## src/nandc_pkg.sv

```systemverilog
/*
  Shared constants and types for the host-side NAND command/address sequencer.
  Assumes a single 50 MHz core clock; all pin timing is counted in its cycles.
*/
package nandc_pkg;

  localparam int CLK_PERIOD_NS = 20;
  localparam int SYNC_STAGES   = 2;

  // pin timing, in ns as specified
  localparam int T_WP_NS  = 12;
  localparam int T_WH_NS  = 10;
  localparam int T_REA_NS = 20;
  localparam int T_REH_NS = 10;
  localparam int T_WHR_NS = 60;
  localparam int T_WB_NS  = 100;

  // least times round up, never below one cycle
  function automatic int min_cyc(input int ns);
    int c;
    c = (ns + CLK_PERIOD_NS - 1) / CLK_PERIOD_NS;
    return (c < 1) ? 1 : c;
  endfunction

  localparam int WE_LO_CYC = min_cyc(T_WP_NS);
  localparam int WE_HI_CYC = min_cyc(T_WH_NS);
  localparam int RE_LO_CYC = min_cyc(T_REA_NS) + SYNC_STAGES;
  localparam int RE_HI_CYC = min_cyc(T_REH_NS);
  localparam int WHR_CYC   = min_cyc(T_WHR_NS);
  localparam int WB_CYC    = min_cyc(T_WB_NS);

  // command codes
  localparam logic [7:0] CMD_READ1     = 8'h00;
  localparam logic [7:0] CMD_READ2     = 8'h30;
  localparam logic [7:0] CMD_COL_OUT1  = 8'h05;
  localparam logic [7:0] CMD_COL_OUT2  = 8'hE0;
  localparam logic [7:0] CMD_CACHE_RD  = 8'h31;
  localparam logic [7:0] CMD_CACHE_END = 8'h3F;
  localparam logic [7:0] CMD_PROG1     = 8'h80;
  localparam logic [7:0] CMD_PROG2     = 8'h10;
  localparam logic [7:0] CMD_PROG_CACH = 8'h15;
  localparam logic [7:0] CMD_COL_IN    = 8'h85;
  localparam logic [7:0] CMD_COPY_RD2  = 8'h3A;
  localparam logic [7:0] CMD_COPY_PRG1 = 8'h8C;
  localparam logic [7:0] CMD_ERASE1    = 8'h60;
  localparam logic [7:0] CMD_ERASE2    = 8'hD0;
  localparam logic [7:0] CMD_READ_ID   = 8'h90;
  localparam logic [7:0] CMD_STATUS    = 8'h70;
  localparam logic [7:0] CMD_STATUS_MP = 8'h71;
  localparam logic [7:0] CMD_RESET     = 8'hFF;

  // address cycle indices
  localparam logic [2:0] ADDR_COL_LO = 3'h0;
  localparam logic [2:0] ADDR_COL_HI = 3'h1;
  localparam logic [2:0] ADDR_ROW_LO = 3'h2;
  localparam logic [2:0] ADDR_ROW_MI = 3'h3;
  localparam logic [2:0] ADDR_ROW_HI = 3'h4;

  // geometry
  localparam int COL_W       = 13;
  localparam int ROW_W       = 17;
  localparam int PAGE_BYTES  = 4352;
  localparam int PAGE_POS_W  = 6;

  // values after reset
  localparam logic PIN_HIGH_RST = 1'b1;
  localparam logic PROT_N_RST   = 1'b0;

  typedef enum logic [3:0] {
    NANDC_OP_READ, NANDC_OP_PROG, NANDC_OP_PROG_OPEN, NANDC_OP_COL_IN, NANDC_OP_COMMIT,
    NANDC_OP_COL_OUT, NANDC_OP_CACHE_RD, NANDC_OP_COPY_RD, NANDC_OP_COPY_PROG,
    NANDC_OP_ERASE, NANDC_OP_READ_ID, NANDC_OP_STATUS, NANDC_OP_RESET
  } nandc_op_t;

  typedef enum logic [1:0] {NANDC_DIR_NONE, NANDC_DIR_WR, NANDC_DIR_RD} nandc_dir_t;

  typedef struct packed {
    logic [7:0] cmd1;
    logic       has_addr;
    logic [2:0] a_first;
    logic [2:0] a_last;
    nandc_dir_t dir;
    logic       has_cmd2;
    logic [7:0] cmd2;
    logic       busy;
    logic       writes;
  } nandc_plan_t;

endpackage

```

## src/nandc_host.sv

```systemverilog
/*
  Host-side sequencer that drives a page-organised NAND flash through its pins:
  command, address, data-in and data-out cycles, busy wait and write protect.
  Assumes the board pulls op_idle_flag up and resolves io_out/io_oe into the bus.
*/
`timescale 1ns/1ns
module nandc_host
  import nandc_pkg::*;
#(
  parameter int LEN_W = 13
) (
  input  wire logic             core_clk,
  input  wire logic             sys_rst,
  input  wire logic             req_valid,
  output logic                  req_ready,
  input  wire nandc_op_t        req_op,
  input  wire logic             req_alt,
  input  wire logic [COL_W-1:0] req_col,
  input  wire logic [ROW_W-1:0] req_row,
  input  wire logic [LEN_W-1:0] req_len,
  output logic                  req_refused,
  output logic                  done,
  input  wire logic             allow_write,
  input  wire logic [7:0]       wr_data,
  input  wire logic             wr_valid,
  output logic                  wr_ready,
  output logic      [7:0]       rd_data,
  output logic                  rd_valid,
  output logic                  command_latch_select,
  output logic                  addr_latch_select,
  output logic                  chip_select_n,
  output logic                  write_strobe_n,
  output logic                  output_strobe_n,
  output logic                  protect_n,
  output logic      [7:0]       io_out,
  output logic                  io_oe,
  input  wire logic [7:0]       io_in,
  input  wire logic             op_idle_flag
);

  typedef enum logic [3:0] {
    S_IDLE, S_LAUNCH, S_WLO, S_WHI, S_RLO, S_RHI, S_WAIT, S_BUSY, S_DONE
  } nandc_state_t;

  typedef enum logic [2:0] {
    STEP_CMD1, STEP_ADDR, STEP_WDATA, STEP_CMD2, STEP_RDATA
  } nandc_step_t;

  typedef struct packed {
    nandc_state_t     state;
    nandc_step_t      step;
    nandc_plan_t      plan;
    logic [COL_W-1:0] col;
    logic [ROW_W-1:0] row;
    logic [LEN_W-1:0] len;
    logic [2:0]       idx;
    logic [3:0]       cnt;
    logic             busy_pend;
    logic             cle;
    logic             ale;
    logic             ce_n;
    logic             we_n;
    logic             re_n;
    logic             prot_n;
    logic [7:0]       io;
    logic             oe;
    logic [7:0]       rd;
    logic             rd_vld;
    logic             done;
    logic             refused;
  } nandc_st_t;

  nandc_st_t   r_reg;
  nandc_st_t   r_next;
  nandc_plan_t req_plan;
  logic [8:0]  pins_sync;
  logic        idle_s;
  logic [7:0]  io_s;

  nandc_sync #(.WIDTH(9)) u_sync (
    .core_clk (core_clk),
    .sys_rst  (sys_rst),
    .async_in ({op_idle_flag, io_in}),
    .sync_out (pins_sync)
  );

  assign idle_s = pins_sync[8];
  assign io_s   = pins_sync[7:0];

  // upper bits of the second and fifth cycles are sent low
  function automatic logic [7:0] addr_byte(input logic [2:0] i, input logic [COL_W-1:0] c,
                                           input logic [ROW_W-1:0] w);
    case (i)
      ADDR_COL_LO: addr_byte = c[7:0];
      ADDR_COL_HI: addr_byte = {3'h0, c[12:8]};
      ADDR_ROW_LO: addr_byte = w[7:0];
      ADDR_ROW_MI: addr_byte = w[15:8];
      default:     addr_byte = {7'h00, w[16]};
    endcase
  endfunction

  function automatic nandc_plan_t plan_of(input nandc_op_t op, input logic alt);
    nandc_plan_t p;
    logic [7:0]  commit;
    commit     = alt ? CMD_PROG_CACH : CMD_PROG2;
    p          = '0;
    p.has_addr = 1'b1;
    p.a_first  = ADDR_COL_LO;
    p.a_last   = ADDR_ROW_HI;
    case (op)
      NANDC_OP_READ: begin
        p.cmd1 = CMD_READ1; p.dir = NANDC_DIR_RD; p.has_cmd2 = 1'b1; p.cmd2 = CMD_READ2;
        p.busy = 1'b1;
      end
      NANDC_OP_PROG: begin
        p.cmd1 = CMD_PROG1; p.dir = NANDC_DIR_WR; p.has_cmd2 = 1'b1; p.cmd2 = commit;
        p.busy = 1'b1; p.writes = 1'b1;
      end
      NANDC_OP_PROG_OPEN: begin
        p.cmd1 = CMD_PROG1; p.dir = NANDC_DIR_WR; p.writes = 1'b1;
      end
      NANDC_OP_COL_IN: begin
        p.cmd1 = CMD_COL_IN; p.a_last = ADDR_COL_HI; p.dir = NANDC_DIR_WR; p.writes = 1'b1;
      end
      NANDC_OP_COMMIT: begin
        p.cmd1 = commit; p.has_addr = 1'b0; p.busy = 1'b1; p.writes = 1'b1;
      end
      NANDC_OP_COL_OUT: begin
        p.cmd1 = CMD_COL_OUT1; p.a_last = ADDR_COL_HI; p.dir = NANDC_DIR_RD;
        p.has_cmd2 = 1'b1; p.cmd2 = CMD_COL_OUT2;
      end
      NANDC_OP_CACHE_RD: begin
        p.cmd1 = alt ? CMD_CACHE_END : CMD_CACHE_RD; p.has_addr = 1'b0;
        p.dir = NANDC_DIR_RD; p.busy = 1'b1;
      end
      NANDC_OP_COPY_RD: begin
        p.cmd1 = CMD_READ1; p.dir = NANDC_DIR_RD; p.has_cmd2 = 1'b1; p.cmd2 = CMD_COPY_RD2;
        p.busy = 1'b1;
      end
      NANDC_OP_COPY_PROG: begin
        p.cmd1 = CMD_COPY_PRG1; p.dir = NANDC_DIR_WR; p.has_cmd2 = 1'b1; p.cmd2 = commit;
        p.busy = 1'b1; p.writes = 1'b1;
      end
      NANDC_OP_ERASE: begin
        p.cmd1 = CMD_ERASE1; p.a_first = ADDR_ROW_LO; p.has_cmd2 = 1'b1;
        p.cmd2 = CMD_ERASE2; p.busy = 1'b1; p.writes = 1'b1;
      end
      NANDC_OP_READ_ID: begin
        p.cmd1 = CMD_READ_ID; p.a_last = ADDR_COL_LO; p.dir = NANDC_DIR_RD;
      end
      NANDC_OP_STATUS: begin
        p.cmd1 = alt ? CMD_STATUS_MP : CMD_STATUS; p.has_addr = 1'b0; p.dir = NANDC_DIR_RD;
      end
      default: begin
        p.cmd1 = CMD_RESET; p.has_addr = 1'b0; p.busy = 1'b1;
      end
    endcase
    return p;
  endfunction

  assign req_plan = plan_of(req_op, req_alt);

  always_comb begin
    logic f_addr;
    logic f_data;
    logic f_cmd;
    f_addr          = 1'b0;
    f_data          = 1'b0;
    f_cmd           = 1'b0;
    r_next          = r_reg;
    r_next.rd_vld   = 1'b0;
    r_next.done     = 1'b0;
    r_next.refused  = 1'b0;
    r_next.prot_n   = allow_write;
    case (r_reg.state)
      S_IDLE: begin
        if (req_valid) begin
          if (req_plan.writes && !r_reg.prot_n) begin
            r_next.refused = 1'b1;
          end else begin
            r_next.plan  = req_plan;
            r_next.col   = req_col;
            r_next.row   = req_row;
            r_next.len   = req_len;
            r_next.step  = STEP_CMD1;
            r_next.ce_n  = 1'b0;
            r_next.state = S_LAUNCH;
          end
        end
      end
      S_LAUNCH: begin
        r_next.cnt   = 4'(WE_LO_CYC - 1);
        r_next.state = S_WLO;
        r_next.we_n  = 1'b0;
        r_next.oe    = 1'b1;
        r_next.cle   = 1'b0;
        r_next.ale   = 1'b0;
        case (r_reg.step)
          STEP_CMD1: begin
            r_next.cle = 1'b1;
            r_next.io  = r_reg.plan.cmd1;
          end
          STEP_ADDR: begin
            r_next.ale = 1'b1;
            r_next.io  = addr_byte(r_reg.idx, r_reg.col, r_reg.row);
          end
          STEP_CMD2: begin
            r_next.cle = 1'b1;
            r_next.io  = r_reg.plan.cmd2;
          end
          STEP_WDATA: begin
            if (wr_valid) begin
              r_next.io = wr_data;
            end else begin
              r_next.state = S_LAUNCH;
              r_next.we_n  = 1'b1;
            end
          end
          default: begin
            r_next.oe    = 1'b0;
            r_next.we_n  = 1'b1;
            r_next.re_n  = 1'b0;
            r_next.cnt   = 4'(RE_LO_CYC - 1);
            r_next.state = S_RLO;
          end
        endcase
      end
      S_WLO: begin
        if (r_reg.cnt != 4'h0) begin
          r_next.cnt = r_reg.cnt - 4'h1;
        end else begin
          r_next.we_n  = 1'b1;
          r_next.cnt   = 4'(WE_HI_CYC - 1);
          r_next.state = S_WHI;
        end
      end
      S_WHI: begin
        if (r_reg.cnt != 4'h0) begin
          r_next.cnt = r_reg.cnt - 4'h1;
        end else begin
          case (r_reg.step)
            STEP_CMD1: begin
              if (r_reg.plan.has_addr) begin
                r_next.step  = STEP_ADDR;
                r_next.idx   = r_reg.plan.a_first;
                r_next.state = S_LAUNCH;
              end else begin
                f_addr = 1'b1;
              end
            end
            STEP_ADDR: begin
              if (r_reg.idx == r_reg.plan.a_last) begin
                f_addr = 1'b1;
              end else begin
                r_next.idx   = r_reg.idx + 3'h1;
                r_next.state = S_LAUNCH;
              end
            end
            STEP_WDATA: begin
              r_next.len   = r_reg.len - 1'b1;
              r_next.state = S_LAUNCH;
              f_data       = (r_reg.len == LEN_W'(1));
            end
            default: f_cmd = 1'b1;
          endcase
          if (f_addr) begin
            if (r_reg.plan.dir == NANDC_DIR_WR && r_reg.len != '0) begin
              r_next.step  = STEP_WDATA;
              r_next.state = S_LAUNCH;
            end else begin
              f_data = 1'b1;
            end
          end
          if (f_data) begin
            if (r_reg.plan.has_cmd2) begin
              r_next.step  = STEP_CMD2;
              r_next.state = S_LAUNCH;
            end else begin
              f_cmd = 1'b1;
            end
          end
          if (f_cmd) begin
            r_next.state     = S_WAIT;
            r_next.busy_pend = r_reg.plan.busy;
            r_next.cnt       = r_reg.plan.busy ? 4'(WB_CYC - 1) : 4'(WHR_CYC - 1);
            r_next.cle       = 1'b0;
            r_next.ale       = 1'b0;
            r_next.oe        = 1'b0;
          end
        end
      end
      S_WAIT: begin
        if (r_reg.cnt != 4'h0) begin
          r_next.cnt = r_reg.cnt - 4'h1;
        end else if (r_reg.busy_pend) begin
          r_next.state = S_BUSY;
        end else if (r_reg.plan.dir == NANDC_DIR_RD && r_reg.len != '0) begin
          r_next.step  = STEP_RDATA;
          r_next.state = S_LAUNCH;
        end else begin
          r_next.state = S_DONE;
        end
      end
      S_BUSY: begin
        // strobes stay high until the pulled-up flag reads idle
        if (idle_s) begin
          r_next.busy_pend = 1'b0;
          r_next.cnt       = 4'(WHR_CYC - 1);
          r_next.state     = S_WAIT;
        end
      end
      S_RLO: begin
        if (r_reg.cnt != 4'h0) begin
          r_next.cnt = r_reg.cnt - 4'h1;
        end else begin
          r_next.rd     = io_s;
          r_next.rd_vld = 1'b1;
          r_next.re_n   = 1'b1;
          r_next.cnt    = 4'(RE_HI_CYC - 1);
          r_next.state  = S_RHI;
        end
      end
      S_RHI: begin
        if (r_reg.cnt != 4'h0) begin
          r_next.cnt = r_reg.cnt - 4'h1;
        end else begin
          r_next.len   = r_reg.len - 1'b1;
          r_next.state = (r_reg.len == LEN_W'(1)) ? S_DONE : S_LAUNCH;
        end
      end
      S_DONE: begin
        r_next.done  = 1'b1;
        // an open program sequence keeps the chip selected for the next piece
        r_next.ce_n  = !(r_reg.plan.dir == NANDC_DIR_WR && !r_reg.plan.has_cmd2);
        r_next.state = S_IDLE;
      end
      default: r_next.state = S_IDLE;
    endcase
  end

  always_ff @(posedge core_clk) begin
    if (sys_rst) begin
      r_reg        <= '0;
      r_reg.ce_n   <= PIN_HIGH_RST;
      r_reg.we_n   <= PIN_HIGH_RST;
      r_reg.re_n   <= PIN_HIGH_RST;
      r_reg.prot_n <= PROT_N_RST;
    end else begin
      r_reg <= r_next;
    end
  end

  assign req_ready            = (r_reg.state == S_IDLE);
  assign wr_ready             = (r_reg.state == S_LAUNCH) && (r_reg.step == STEP_WDATA);
  assign req_refused          = r_reg.refused;
  assign done                 = r_reg.done;
  assign rd_data              = r_reg.rd;
  assign rd_valid             = r_reg.rd_vld;
  assign command_latch_select = r_reg.cle;
  assign addr_latch_select    = r_reg.ale;
  assign chip_select_n        = r_reg.ce_n;
  assign write_strobe_n       = r_reg.we_n;
  assign output_strobe_n      = r_reg.re_n;
  assign protect_n            = r_reg.prot_n;
  assign io_out               = r_reg.io;
  assign io_oe                = r_reg.oe;
endmodule

```

## src/nandc_sync.sv

```systemverilog
/*
  Two-flop synchroniser for the bus inputs and the ready flag.
  Assumes inputs arrive asynchronous to core_clk; nothing reads the first stage.
*/
`timescale 1ns/1ns
module nandc_sync
  import nandc_pkg::*;
#(
  parameter int WIDTH = 9
) (
  input  wire logic             core_clk,
  input  wire logic             sys_rst,
  input  wire logic [WIDTH-1:0] async_in,
  output logic      [WIDTH-1:0] sync_out
);

  typedef struct packed {
    logic [WIDTH-1:0] meta;
    logic [WIDTH-1:0] sync;
  } nandc_sync_st_t;

  nandc_sync_st_t st_reg;
  nandc_sync_st_t st_next;

  always_comb begin
    st_next      = st_reg;
    st_next.meta = async_in;
    st_next.sync = st_reg.meta;
  end

  always_ff @(posedge core_clk) begin
    if (sys_rst) begin
      st_reg <= '0;
    end else begin
      st_reg <= st_next;
    end
  end

  assign sync_out = st_reg.sync;

endmodule

```

## config.mk

```make
export PLATFORM = sky130hd
export DESIGN_NAME = nandc_host
export DESIGN_NICKNAME = d
export VERILOG_FILES = /design/src/nandc_pkg.sv /design/src/nandc_host.sv /design/src/nandc_sync.sv
export SDC_FILE = /design/constraint.sdc
export NUM_CORES = 1
export LEC_CHECK = 0
export BUFFER_PORTS_ARGS = -buffer_cell sky130_fd_sc_hd__buf_2
export CELL_PAD_IN_SITES_DETAIL_PLACEMENT = 0
export CELL_PAD_IN_SITES_GLOBAL_PLACEMENT = 2
export CORE_AREA = 2 2 192 119
export CTS_CLUSTER_SIZE = 28
export DETAILED_ROUTE_END_ITERATION = 16
export DIE_AREA = 0 0 194 121
export GPL_TIMING_DRIVEN = 0
export PLACE_DENSITY_LB_ADDON = 0.3
export RECOVER_POWER = 50
export SYNTH_ARGS = -nofsm -noshare
export SYNTH_HDL_FRONTEND = slang
export SYNTH_SLANG_ARGS = --single-unit
```

## constraint.sdc

```tcl
create_clock -name core_clk -period 2 [get_ports core_clk]
set_input_delay 0.2 -clock core_clk [delete_from_list [all_inputs] [get_ports core_clk]]
set_output_delay 0.2 -clock core_clk [all_outputs]
set_load 0.02 [all_outputs]
```

==> results.md, run 1 <==
* Met2 wire len at between 8 and 9 mm
* Tot Pwr at 7.008 mW
* Clock Sinks at 123
* # setup viols final at 6
* Syn Area/Cell at roughly 8 sq um
* Grt ovf at 0
* Num CTS Buffers at 17
* GR Util All Layers at approximately a fifth
* Worst-path clk slew at approximately 60 ps
* Final Wtd Congestion at 0.8834
* Netlist Area Pre-Place at ~6400 sq um
* Slack of the critical path at -53.81 ps
* Routed WL at roughly 24 mm
* WP data required at 2280 ps
* Met3 WL post-DR at between 2 and 2.5 mm
* Pin count of the biggest net entering global routing at 17
* PortBufs at slightly below 100
* P&R area growth vs syn at 36.92%
* DP Wirelength at roughly 17 mm
* Worst VDD drop at 0.6530 mV
* Synth area leader: dfxtp_1
* N_diodes at 0
* Worst skew pair latency at 430 ps
* Mapped Nets at 879
* Die ar. at roughly 23000 sq um
* RSZ-0062 raised after global routing: yes
* First-pass GRT wire length at roughly 36 mm
* Pins Over Slew Limit at 0
* Highest Clock Rate at just under 500 MHz
* Antenna viol nets, final at 0
* # rows at 42
* Vias in the first global route at 5793
* Total vias in the final route at approximately 6500
* Final worst path period share at 102.7%
* Drt wl/cell at ~19 um
* Library cells used by synthesis at 71
* Fraction of layout cells with a size suffix above 1 at a little under a third
* Clock Path Buffers at 2
* Initial antenna violation count at 2
* PwrDens at 798.2 nW/um^2
* CP arrival at around 2300 ps
* Mapped Cells at 800
* Failing checks: setup timing
* CTS tree: done
* CTS Root Cell: clkbuf_16
* Met1 WL at roughly 13 mm
* Synth Register Bits at 123
* Vias/cell at approximately 5.2
* Fin. Hold Viols at 0
* DR iter-0 viols at between 500 and 600
* Non-filler instance count after layout at between 1000 and 1500
* Core box area at approximately 22000 sq um
* Min cycle time layout at 2054 ps
* Top layer in use: met5
* Utilization after layout at just over 40%
* Worst Hold Class: input pin to register
* MaxCap Viol Count at 0
* H-tree levels at 4
* Nets at 1043
* Pre-CTS WS at -557.7 ps
* DRT Pass-1 Iters at 6
* Ys flop type: dfxtp_1
* Die Width at about 190 um
* I/O pin cnt at slightly below 100
* Top cells by area, synth: dfxtp_1 38%, a21oi_1 7.4%, nand2_1 7.3%
* Yosys warns at 0
* Crit path kind: register to register
* Crit path max fanout at 6
* Critical Path Start Type: register
* Slew headroom at roughly half
* Asr flop ratio synth at 0%
* Max reg flops at between 70 and 80
* Top cell type's share of synthesized area at between 30% and 40%
* Status: finished with violations
* Die Y at between 100 and 150 um
* Post-synthesis sequential area ratio at between 30% and 40%
* Setup Skew at between 8 and 9 ps
* Post-route DRC at 0
* Leakage power at about 3.4 nW
* Initial Util at between 20 and 30%
* Inst Count DP at between 1000 and 1500
* Slew @ Worst Pin at ~770 ps
* Post-synth EDFFs at 0
* TNS Setup at -192.1 ps
* Setup crit end kind: register
-- worst max-delay path, stage by stage, from the launching register on --
cell and delay [ps]:
dfxtp_4 380, inv_4 50, ha_4 180, a222oi_1 680, o21ai_1 150, a311oi_1 250, or3_1 160, a21oi_1 60
-- cells in the mapped netlist, drive strengths merged, types with 4 or more instances --
master   number
nand2       124
a311oi        8
o32ai         8
o221ai        4
and3          7
ha            9
dfxtp       123
o31ai        10
xor2          5
a211o         4
nand3b        6
o21ai        18
a222oi        6
inv          20
nor4b         5
a2111oi       4
nor3         17
a22oi         5
a211oi       13
a31oi         4
nand2b        6
or3          14
nand3        19
a21oi        95
nor2b        34
xnor2         7
clkbuf       40
nand4         4
nor4          7
buf          35
nor3b         7
o211ai       13
a2bb2oi       4
mux2i        15
a32oi         4
nor2         60
-- report_power, final --
group | internal [mW] | switching [mW] | total [mW]
registers | 2.57 | 0.117 | 2.69
logic | 0.470 | 0.631 | 1.10
clock network | 2.00 | 1.22 | 3.21
total | 5.04 | 1.97 | 7.01
-- placed cells by master (no fill, tap or decap), drive strengths merged, types with 15 or more instances in the layout --
cell type,count
nor2b,34
clkbuf,55
o21ai,18
mux2i,15
nand2,124
nand3,19
buf,170
inv,21
dfxtp,123
a21oi,95
nor3,17
nor2,60
-- cell families after synthesis --
| group | Yosys count | synth area share [%] |
|---|---|---|
| AO/OA/AOI/OAI | 221 | 23.32 |
| multiplexers | 15 | 2.341 |
| flip-flops | 123 | 38.40 |
| adder cells (fa/ha/maj) | 9 | 1.756 |
| XOR/XNOR | 12 | 1.639 |
| buffers and inverters | 95 | 7.200 |
| AND/OR/NAND/NOR | 325 | 25.35 |
-- metal layers --
metal	vias up	global-route usage, %
met5	-	0
met4	2	4.830
met3	19	6.198
met2	238	23.87
met1	3091	33.26
li1	3192	-
-- area by class of cell --
type | count | area [sq um]
fillers | 2283 | 12870
multi-input cells | 583 | 3877
flip-flops and latches | 123 | 2490
repair buffers | 152 | 949.7
clock buffers | 19 | 442.9
plain buffers | 67 | 416.7
well taps | 286 | 357.8
clock inverters | 13 | 167.7
inverters | 20 | 77.57
-- path summary, 6_finish.rpt --
kind | cells past startpoint | endpoint | slack (ps) | from
max | 7 | io_out[1] | -50 | r_reg[32]
min | 3 | r_reg[69] | 8 | req_col[5]
max reg2reg | 7 | io_out[1] | -50 | r_reg[32]
min reg2reg | 1 | u_sync.sync_out[3] | 430 | u_sync.st_next[3]
-- timing repair --
item,4_1_cts,5_1_grt
setup buffers,29,12
cloned,0,2
hold buffers,13,0
resized for setup,75,66
pin swaps,26,25
endpoints found under the hold margin,13,0
setup endpoints to repair,99,89
-- metrics by stage --
stage,cell area (sq um),hold WS (ps)
2_1_floorplan,6449,328.2
3_3_place_gp,7292,407.4
3_5_place_dp,7292,413.3
4_1_cts,8483,0.1410
5_1_grt,8780,3.268
6_report,8780,7.641
(Power assumes the default switching activity.)
==> run 2, diff against run 1 <==
--- a/config.mk
+++ b/config.mk
@@ -8,10 +8,10 @@
 export BUFFER_PORTS_ARGS = -buffer_cell sky130_fd_sc_hd__buf_2
 export CELL_PAD_IN_SITES_DETAIL_PLACEMENT = 0
 export CELL_PAD_IN_SITES_GLOBAL_PLACEMENT = 2
-export CORE_AREA = 2 2 192 119
+export CORE_AREA = 2 2 183 113
 export CTS_CLUSTER_SIZE = 28
 export DETAILED_ROUTE_END_ITERATION = 16
-export DIE_AREA = 0 0 194 121
+export DIE_AREA = 0 0 185 115
 export GPL_TIMING_DRIVEN = 0
 export PLACE_DENSITY_LB_ADDON = 0.3
 export RECOVER_POWER = 50
==> constraint.sdc (replaced) <==
create_clock -name core_clk -period 2.3 [get_ports core_clk]
set_input_delay 0.23 -clock core_clk [delete_from_list [all_inputs] [get_ports core_clk]]
set_output_delay 0.23 -clock core_clk [all_outputs]
set_load 0.02 [all_outputs]
==> results.md, run 2 (synthesized netlist as in run 1, its figures left out) <==
* Status: finished clean
* Num CTS Buffers at 17 (unchanged)
* CTS tree: done
* Utilization after layout at 40.78% (+0.23 points)
* Grt ovf at 0 (unchanged)
* Slew headroom at 37.27% (-12 points)
* Most common cell after layout, fill and taps aside: nand2_1
* Antenna viol nets, final at 0 (unchanged)
* PortBufs at 97 (unchanged)
* Crit-path cells: nor4_4 > inv_1 > a211oi_2 > buf_2 > o221ai_1 > a21oi_1
* RSZ-0062 raised after global routing: no
* Vias/cell at 5.266 (+1.7%)
* I/O pin cnt at 98 (unchanged)
* Highest Clock Rate at 449.9 MHz (-7.6%)
* Post-route DRC at 0 (unchanged)
* Switching share of power at 28.05% (about the same)
* Max reg flops at 79 (unchanged)
* Fraction of layout cells with a size suffix above 1 at 19.74% (-11 points)
* Hold depth at 2 (-1)
* GR Util All Layers at 21.51% (+1.3 points)
* Worst Hold End: u_sync.st_next[1]
* Drt wl/cell at 18.60 um (-1.1%)
* CTS Root Cell: clkbuf_16
* Tot Pwr at 5.780 mW (-18%)
* First-pass GRT wire length at 34.11 mm (-4.1%)
* DRT Pass-1 Iters at 5 (-1)
* Routed WL at 22.41 mm (-5.6%)
* Worst R2R Start: r_reg[108]
* Slew @ Worst Pin at 941.0 ps (+173.7 ps)
* Worst min-delay path startpoint: io_in[1]
* Nets at 1000 (-4.1%)
* Comb power frac at 14.1% (-1.6 points)
* Register-to-Register Path Depth at 6 (-1)
* # setup viols final at 0 (-6)
* Critical Path Start Type: register
* WP data required at 2650 ps (+370 ps)
* Fin. Hold Viols at 0 (unchanged)
* Sequential power share at 40.5% (+2.1 points)
* Initial Util at 32.68% (+3.1 points)
* # rows at 40 (-4.8%)
* CP arrival at 2580 ps (+240 ps)
* Pins Over Slew Limit at 0 (unchanged)
* R2r setup slk at 80 ps (+130 ps)
* MaxCap Viol Count at 0 (unchanged)
* Initial antenna violation count at 1 (-1)
* Vias in the first global route at 5683 (-1.9%)
* Crit path max fanout at 10 (+4)
* Final Wtd Congestion at 0.8983 (+1.7%)
* Slowest-stage cell, CP: nor4_4
* Min cycle time layout at 2223 ps (+168.9 ps)
* Final worst path period share at 96.64% (-6.1 points)
* Pin count of the biggest net entering global routing at 17 (unchanged)
* Die ar. at 21280 sq um (-9.4%)
* Setup Skew at 9.066 ps (+0.2774 ps)
* Setup crit end kind: register
* Clock Sinks at 123 (unchanged)
* Critical Path Max Stage Delay at 500 ps (-180 ps)
* Die Y at 115 um (-5.0%)
* Crit path kind: register to register
* Core box area at 19620 sq um (-9.4%)
* N_diodes at 0 (unchanged)
* Clock Path Buffers at 2 (unchanged)
* P&R area growth vs syn at 24.78%
* Total vias in the final route at 6346 (-3.0%)
* Die Width at 185 um (-4.6%)
* Leakage power at 3.040 nW (-12%)
* Clock power frac at 45.4% (-0.5 points)
* Worst-path clk slew at 60 ps (about the same)
* Worst VDD drop at 0.5673 mV (-13%)
* Internal at 4.159 mW (-18%)
* FF-to-FF End: r_reg[97]
* Worst skew pair latency at 430 ps (about the same)
* H-tree levels at 4 (unchanged)
* DR iter-0 viols at 719 (+27%)
* DP Wirelength at 16.68 mm (-4.3%)
* Worst Hold Class: input pin to register
* Most frequent cells in the layout: 121 x nand2_1, 119 x dfxtp_1, 93 x a21oi_1, 75 x buf_2, 59 x nor2_1
* P_sw at 1.621 mW (-18%)
* Hold Slack at 16.88 ps (+9.239 ps)
* PwrDens at 722.4 nW/um^2 (-9.5%)
* Layout filler cell count at 2082 (-8.8%)
-- run 2: cell types whose count changed in the layout (fill, tap and decap cells not counted), sizes merged --
cell,delta
buf,-64
clkbuf,+32
dlygate4sd3,-10
clkinv,-3
clkinvlp,+2
bufinv,-1
o21bai,-1
-- run 2: worst max-delay path by stage --
stage | startpoint | to | slack [ps] | cells after the start
after global placement | r_reg[27] | r_reg[33] | -240 | 7
final | r_reg[108] | r_reg[97] | 80 | 6
after CTS | r_reg[111] | r_reg[97] | -20 | 6
after global routing | r_reg[36] | command_latch_select | 1 | 5
after detailed placement | r_reg[111] | r_reg[97] | -180 | 6
after floorplan | r_reg[27] | r_reg[105] | 210 | 8
-- run 2: worst max-delay path: cells and delay by family (launching register included) --
family,cells,cell delay (ps)
AO/OA/AOI/OAI,3,810
AND/OR/NAND/NOR,1,500
buffers and inverters,2,490
flip-flops,1,350
-- run 2: power by group through the flow --
stage | clock network, mW | logic [mW] | registers [mW]
2_1_floorplan | 0 | 0.506 | 2.34
5_1_grt | 2.77 | 0.896 | 2.35
3_3_place_gp | 0 | 0.781 | 2.38
6_report | 2.62 | 0.815 | 2.34
3_5_place_dp | 0 | 0.769 | 2.38
4_1_cts | 2.67 | 0.787 | 2.33
-- run 2: timing repair --
action	CTS	global route
endpoints found under the hold margin	3	0
setup buffers	0	6
endpoints found under the setup margin	78	79
hold buffers	3	0
pin swaps	1	11
gates resized for setup	14	45
-- run 2: per-stage QoR --
| step | setup TNS, ps | setup slack (ps) | instance area (sq um) | instances |
|---|---|---|---|---|
| 6_report | 0 | 77.28 | 8001 | 1205 |
| 5_1_grt | 0 | 1.015 | 8001 | 1205 |
| 4_1_cts | -21.62 | -17.09 | 7914 | 1203 |
| 3_5_place_dp | -4058 | -180.9 | 7239 | 1170 |
| 3_3_place_gp | -4397 | -235.7 | 7239 | 1170 |
| 2_1_floorplan | 0 | 210.9 | 6412 | 800 |
-- run 2: layout make-up --
class | count | area (sq um) | share of cell area, %
Buffer | 71 | 389.1 | 4.863
Clock buffer | 19 | 442.9 | 5.536
Clock inverter | 11 | 122.6 | 1.532
Inverter | 20 | 75.07 | 0.9382
Multi-Input combinational cell | 582 | 3641 | 45.50
Sequential cell | 123 | 2467 | 30.84
Tap cell | 273 | 341.6 | 4.269
Timing Repair Buffer | 106 | 521.8 | 6.521
-- run 2: per-layer routing --
layer	track usage, %	wire, um	vias to the layer above	share of wire (%)
met4	4.444	184	2	0.82
met2	25.32	7761	266	35
met3	8.077	2485	20	11
li1	-	-	3109	-
met1	34.93	11960	2949	53
met5	0	13	-	0.058
==> run 3, diff against run 2 <==
--- a/config.mk
+++ b/config.mk
@@ -8,10 +8,10 @@
 export BUFFER_PORTS_ARGS = -buffer_cell sky130_fd_sc_hd__buf_2
 export CELL_PAD_IN_SITES_DETAIL_PLACEMENT = 0
 export CELL_PAD_IN_SITES_GLOBAL_PLACEMENT = 2
-export CORE_AREA = 2 2 183 113
+export CORE_AREA = 2 2 192 119
 export CTS_CLUSTER_SIZE = 28
 export DETAILED_ROUTE_END_ITERATION = 16
-export DIE_AREA = 0 0 185 115
+export DIE_AREA = 0 0 194 121
 export GPL_TIMING_DRIVEN = 0
 export PLACE_DENSITY_LB_ADDON = 0.3
 export RECOVER_POWER = 50
==> constraint.sdc (replaced) <==
create_clock -name core_clk -period 2.01 [get_ports core_clk]
set_input_delay 0.201 -clock core_clk [delete_from_list [all_inputs] [get_ports core_clk]]
set_output_delay 0.201 -clock core_clk [all_outputs]
set_load 0.02 [all_outputs]
==> results.md, run 3 (synthesized netlist as in run 1, its figures left out) <==
* Status: finished with violations
* Failing checks: setup timing
* Inst Count DP at 1183 (+1.1%)
* Die Y at 121 um (+5.2%)
* Antenna viol nets, final at 0 (unchanged)
* Slack of the critical path at -84.77 ps (-162.0 ps)
* Hold depth at 3 (+1)
* CP top delay family: compound AO/OA/AOI/OAI gates
* Worst skew pair latency at 430 ps (about the same)
* # setup viols final at 3 (+3)
* Fraction of layout cells with a size suffix above 1 at 29.70% (+10 points)
* Die ar. at 23470 sq um (+10%)
* Final Wtd Congestion at 0.8834 (-1.7%)
* PortBufs at 97 (unchanged)
* Non-filler instance count after layout at 1259 (+4.5%)
* N_diodes at 0 (unchanged)
* DR iter-0 viols at 641 (-11%)
* Pins Over Slew Limit at 0 (unchanged)
* Levels on crit path at 7 (+1)
* Worst-path clk slew at 60 ps (about the same)
* Post-route DRC at 0 (unchanged)
* Critical Path Start Type: register
* TNS Setup at -235.7 ps (-235.7 ps)
* Fin. Hold Viols at 0 (unchanged)
* Buffers and inverters on the worst path at 2 (unchanged)
* P&R area growth vs syn at 36.14%
* Worst Hold Class: input pin to register
* Slew @ Worst Pin at 770.5 ps (-170.5 ps)
* H-tree levels at 4 (unchanged)
* Tot Pwr at 6.949 mW (+20%)
* Initial Util at 29.62% (-3.1 points)
* Core box area at 21650 sq um (+10%)
* Highest Clock Rate at 477.4 MHz (+6.1%)
* Register-to-Register Path Depth at 7 (+1)
* Pin count of the biggest net entering global routing at 17 (unchanged)
* DP Wirelength at 17.43 mm (+4.5%)
* Final worst path period share at 104.2% (+7.6 points)
* Leakage power at 3.427 nW (+13%)
* Slew headroom at 48.63% (+11 points)
* DRT Pass-1 Iters at 5 (unchanged)
* Worst VDD drop at 0.6489 mV (+14%)
* Die Width at 194 um (+4.9%)
* Hold Slack at 8.492 ps (-8.388 ps)
* Initial antenna violation count at 2 (+1)
* Clock Path Buffers at 2 (unchanged)
* PwrDens at 796.0 nW/um^2 (+10%)
* MaxCap Viol Count at 0 (unchanged)
* I/O pin cnt at 98 (unchanged)
* Setup Skew at 10.12 ps (+1.055 ps)
* # rows at 42 (+5.0%)
* Crit path kind: register to register
* First-pass GRT wire length at 35.49 mm (+4.1%)
* RSZ-0062 raised after global routing: yes
* Num CTS Buffers at 17 (unchanged)
* Critical Path Max Stage Delay at 480 ps (-20 ps)
* WP data required at 2330 ps (-320 ps)
* Routed WL at 23.59 mm (+5.3%)
* Clock Sinks at 123 (unchanged)
* Pre-CTS WS at -547.7 ps (-366.9 ps)
* Max reg flops at 79 (unchanged)
* CTS Root Cell: clkbuf_16
* Most common cell after layout, fill and taps aside: nand2_1
* CTS tree: done
* Nets at 1039 (+3.9%)
* Total vias in the final route at 6514 (+2.6%)
* Most frequent cells in the layout: 120 x nand2_1, 112 x dfxtp_1, 100 x buf_2, 90 x a21oi_1, 56 x nor2_1
* Min cycle time layout at 2095 ps (-128.0 ps)
* GR Util All Layers at 20.24% (-1.3 points)
* Crit path max fanout at 7 (-3)
* Drt wl/cell at 18.74 um (+0.76%)
* Vias/cell at 5.174 (-1.8%)
* Vias in the first global route at 5768 (+1.5%)
* Layout filler cell count at 2277 (+9.4%)
* Crit-path cells: inv_2 > ha_4 > or3b_4 > buf_8 > o32ai_1 > a211oi_1 > a311o_1
* Slowest-stage cell, CP: o32ai_1
* CP arrival at 2410 ps (-170 ps)
* Grt ovf at 0 (unchanged)
* Setup crit end kind: register
-- run 3: worst min-delay path: cells and delay by family --
kind | cells | cell delay (ps)
AND/OR/NAND/NOR | 1 | 50
AO/OA/AOI/OAI | 1 | 50
buffers and inverters | 1 | 100
-- run 3: layout make-up --
type | count | area (sq um) | share of cell area [%]
multi-input combinational | 582 | 3852 | 44.13
sequential | 123 | 2484 | 28.45
timing repair buffer | 147 | 908.4 | 10.41
clock buffer | 19 | 442.9 | 5.074
buffer | 69 | 439.2 | 5.031
tap | 286 | 357.8 | 4.099
clock inverter | 13 | 167.7 | 1.921
inverter | 20 | 77.57 | 0.8886
-- run 3: metrics by stage --
step                      area [sq um]  utilization [%]
after detailed placement          7292            33.68
after floorplan                   6449                -
after CTS                         8467            39.11
final                             8730            40.32
after global placement            7292            33.68
after global routing              8730            40.32
-- run 3: what timing repair did --
item,CTS,global route
hold endpoints to repair,12,0
gates resized for setup,76,60
setup endpoints to repair,97,94
pin swaps,28,18
cloned,0,0
buffers inserted,28,10
hold buffers,12,0
-- run 3: path summary, 6_finish.rpt --
check	startpoint	end	slack (ps)
max	r_reg[27]	r_reg[105]	-80
min	req_col[5]	r_reg[69]	8
max reg2reg	r_reg[27]	r_reg[105]	-80
min reg2reg	u_sync.st_next[3]	u_sync.sync_out[3]	430
-- run 3: power by group --
| group | switching [mW] | leakage (nW) | internal [mW] |
|---|---|---|---|
| combinational | 0.626 | 2.12 | 0.453 |
| clock | 1.21 | 0.294 | 1.99 |
| sequential | 0.115 | 1.01 | 2.56 |
| total | 1.95 | 3.43 | 5.00 |
-- run 3: metal layers --
layer  GRT usage, %  wire length [um]  up-vias
met4          4.924               224        2
li1               -                 -     3188
met2          23.69              8284      260
met1          33.44             13120     3040
met5              0                13        -
met3          6.170              1949       24
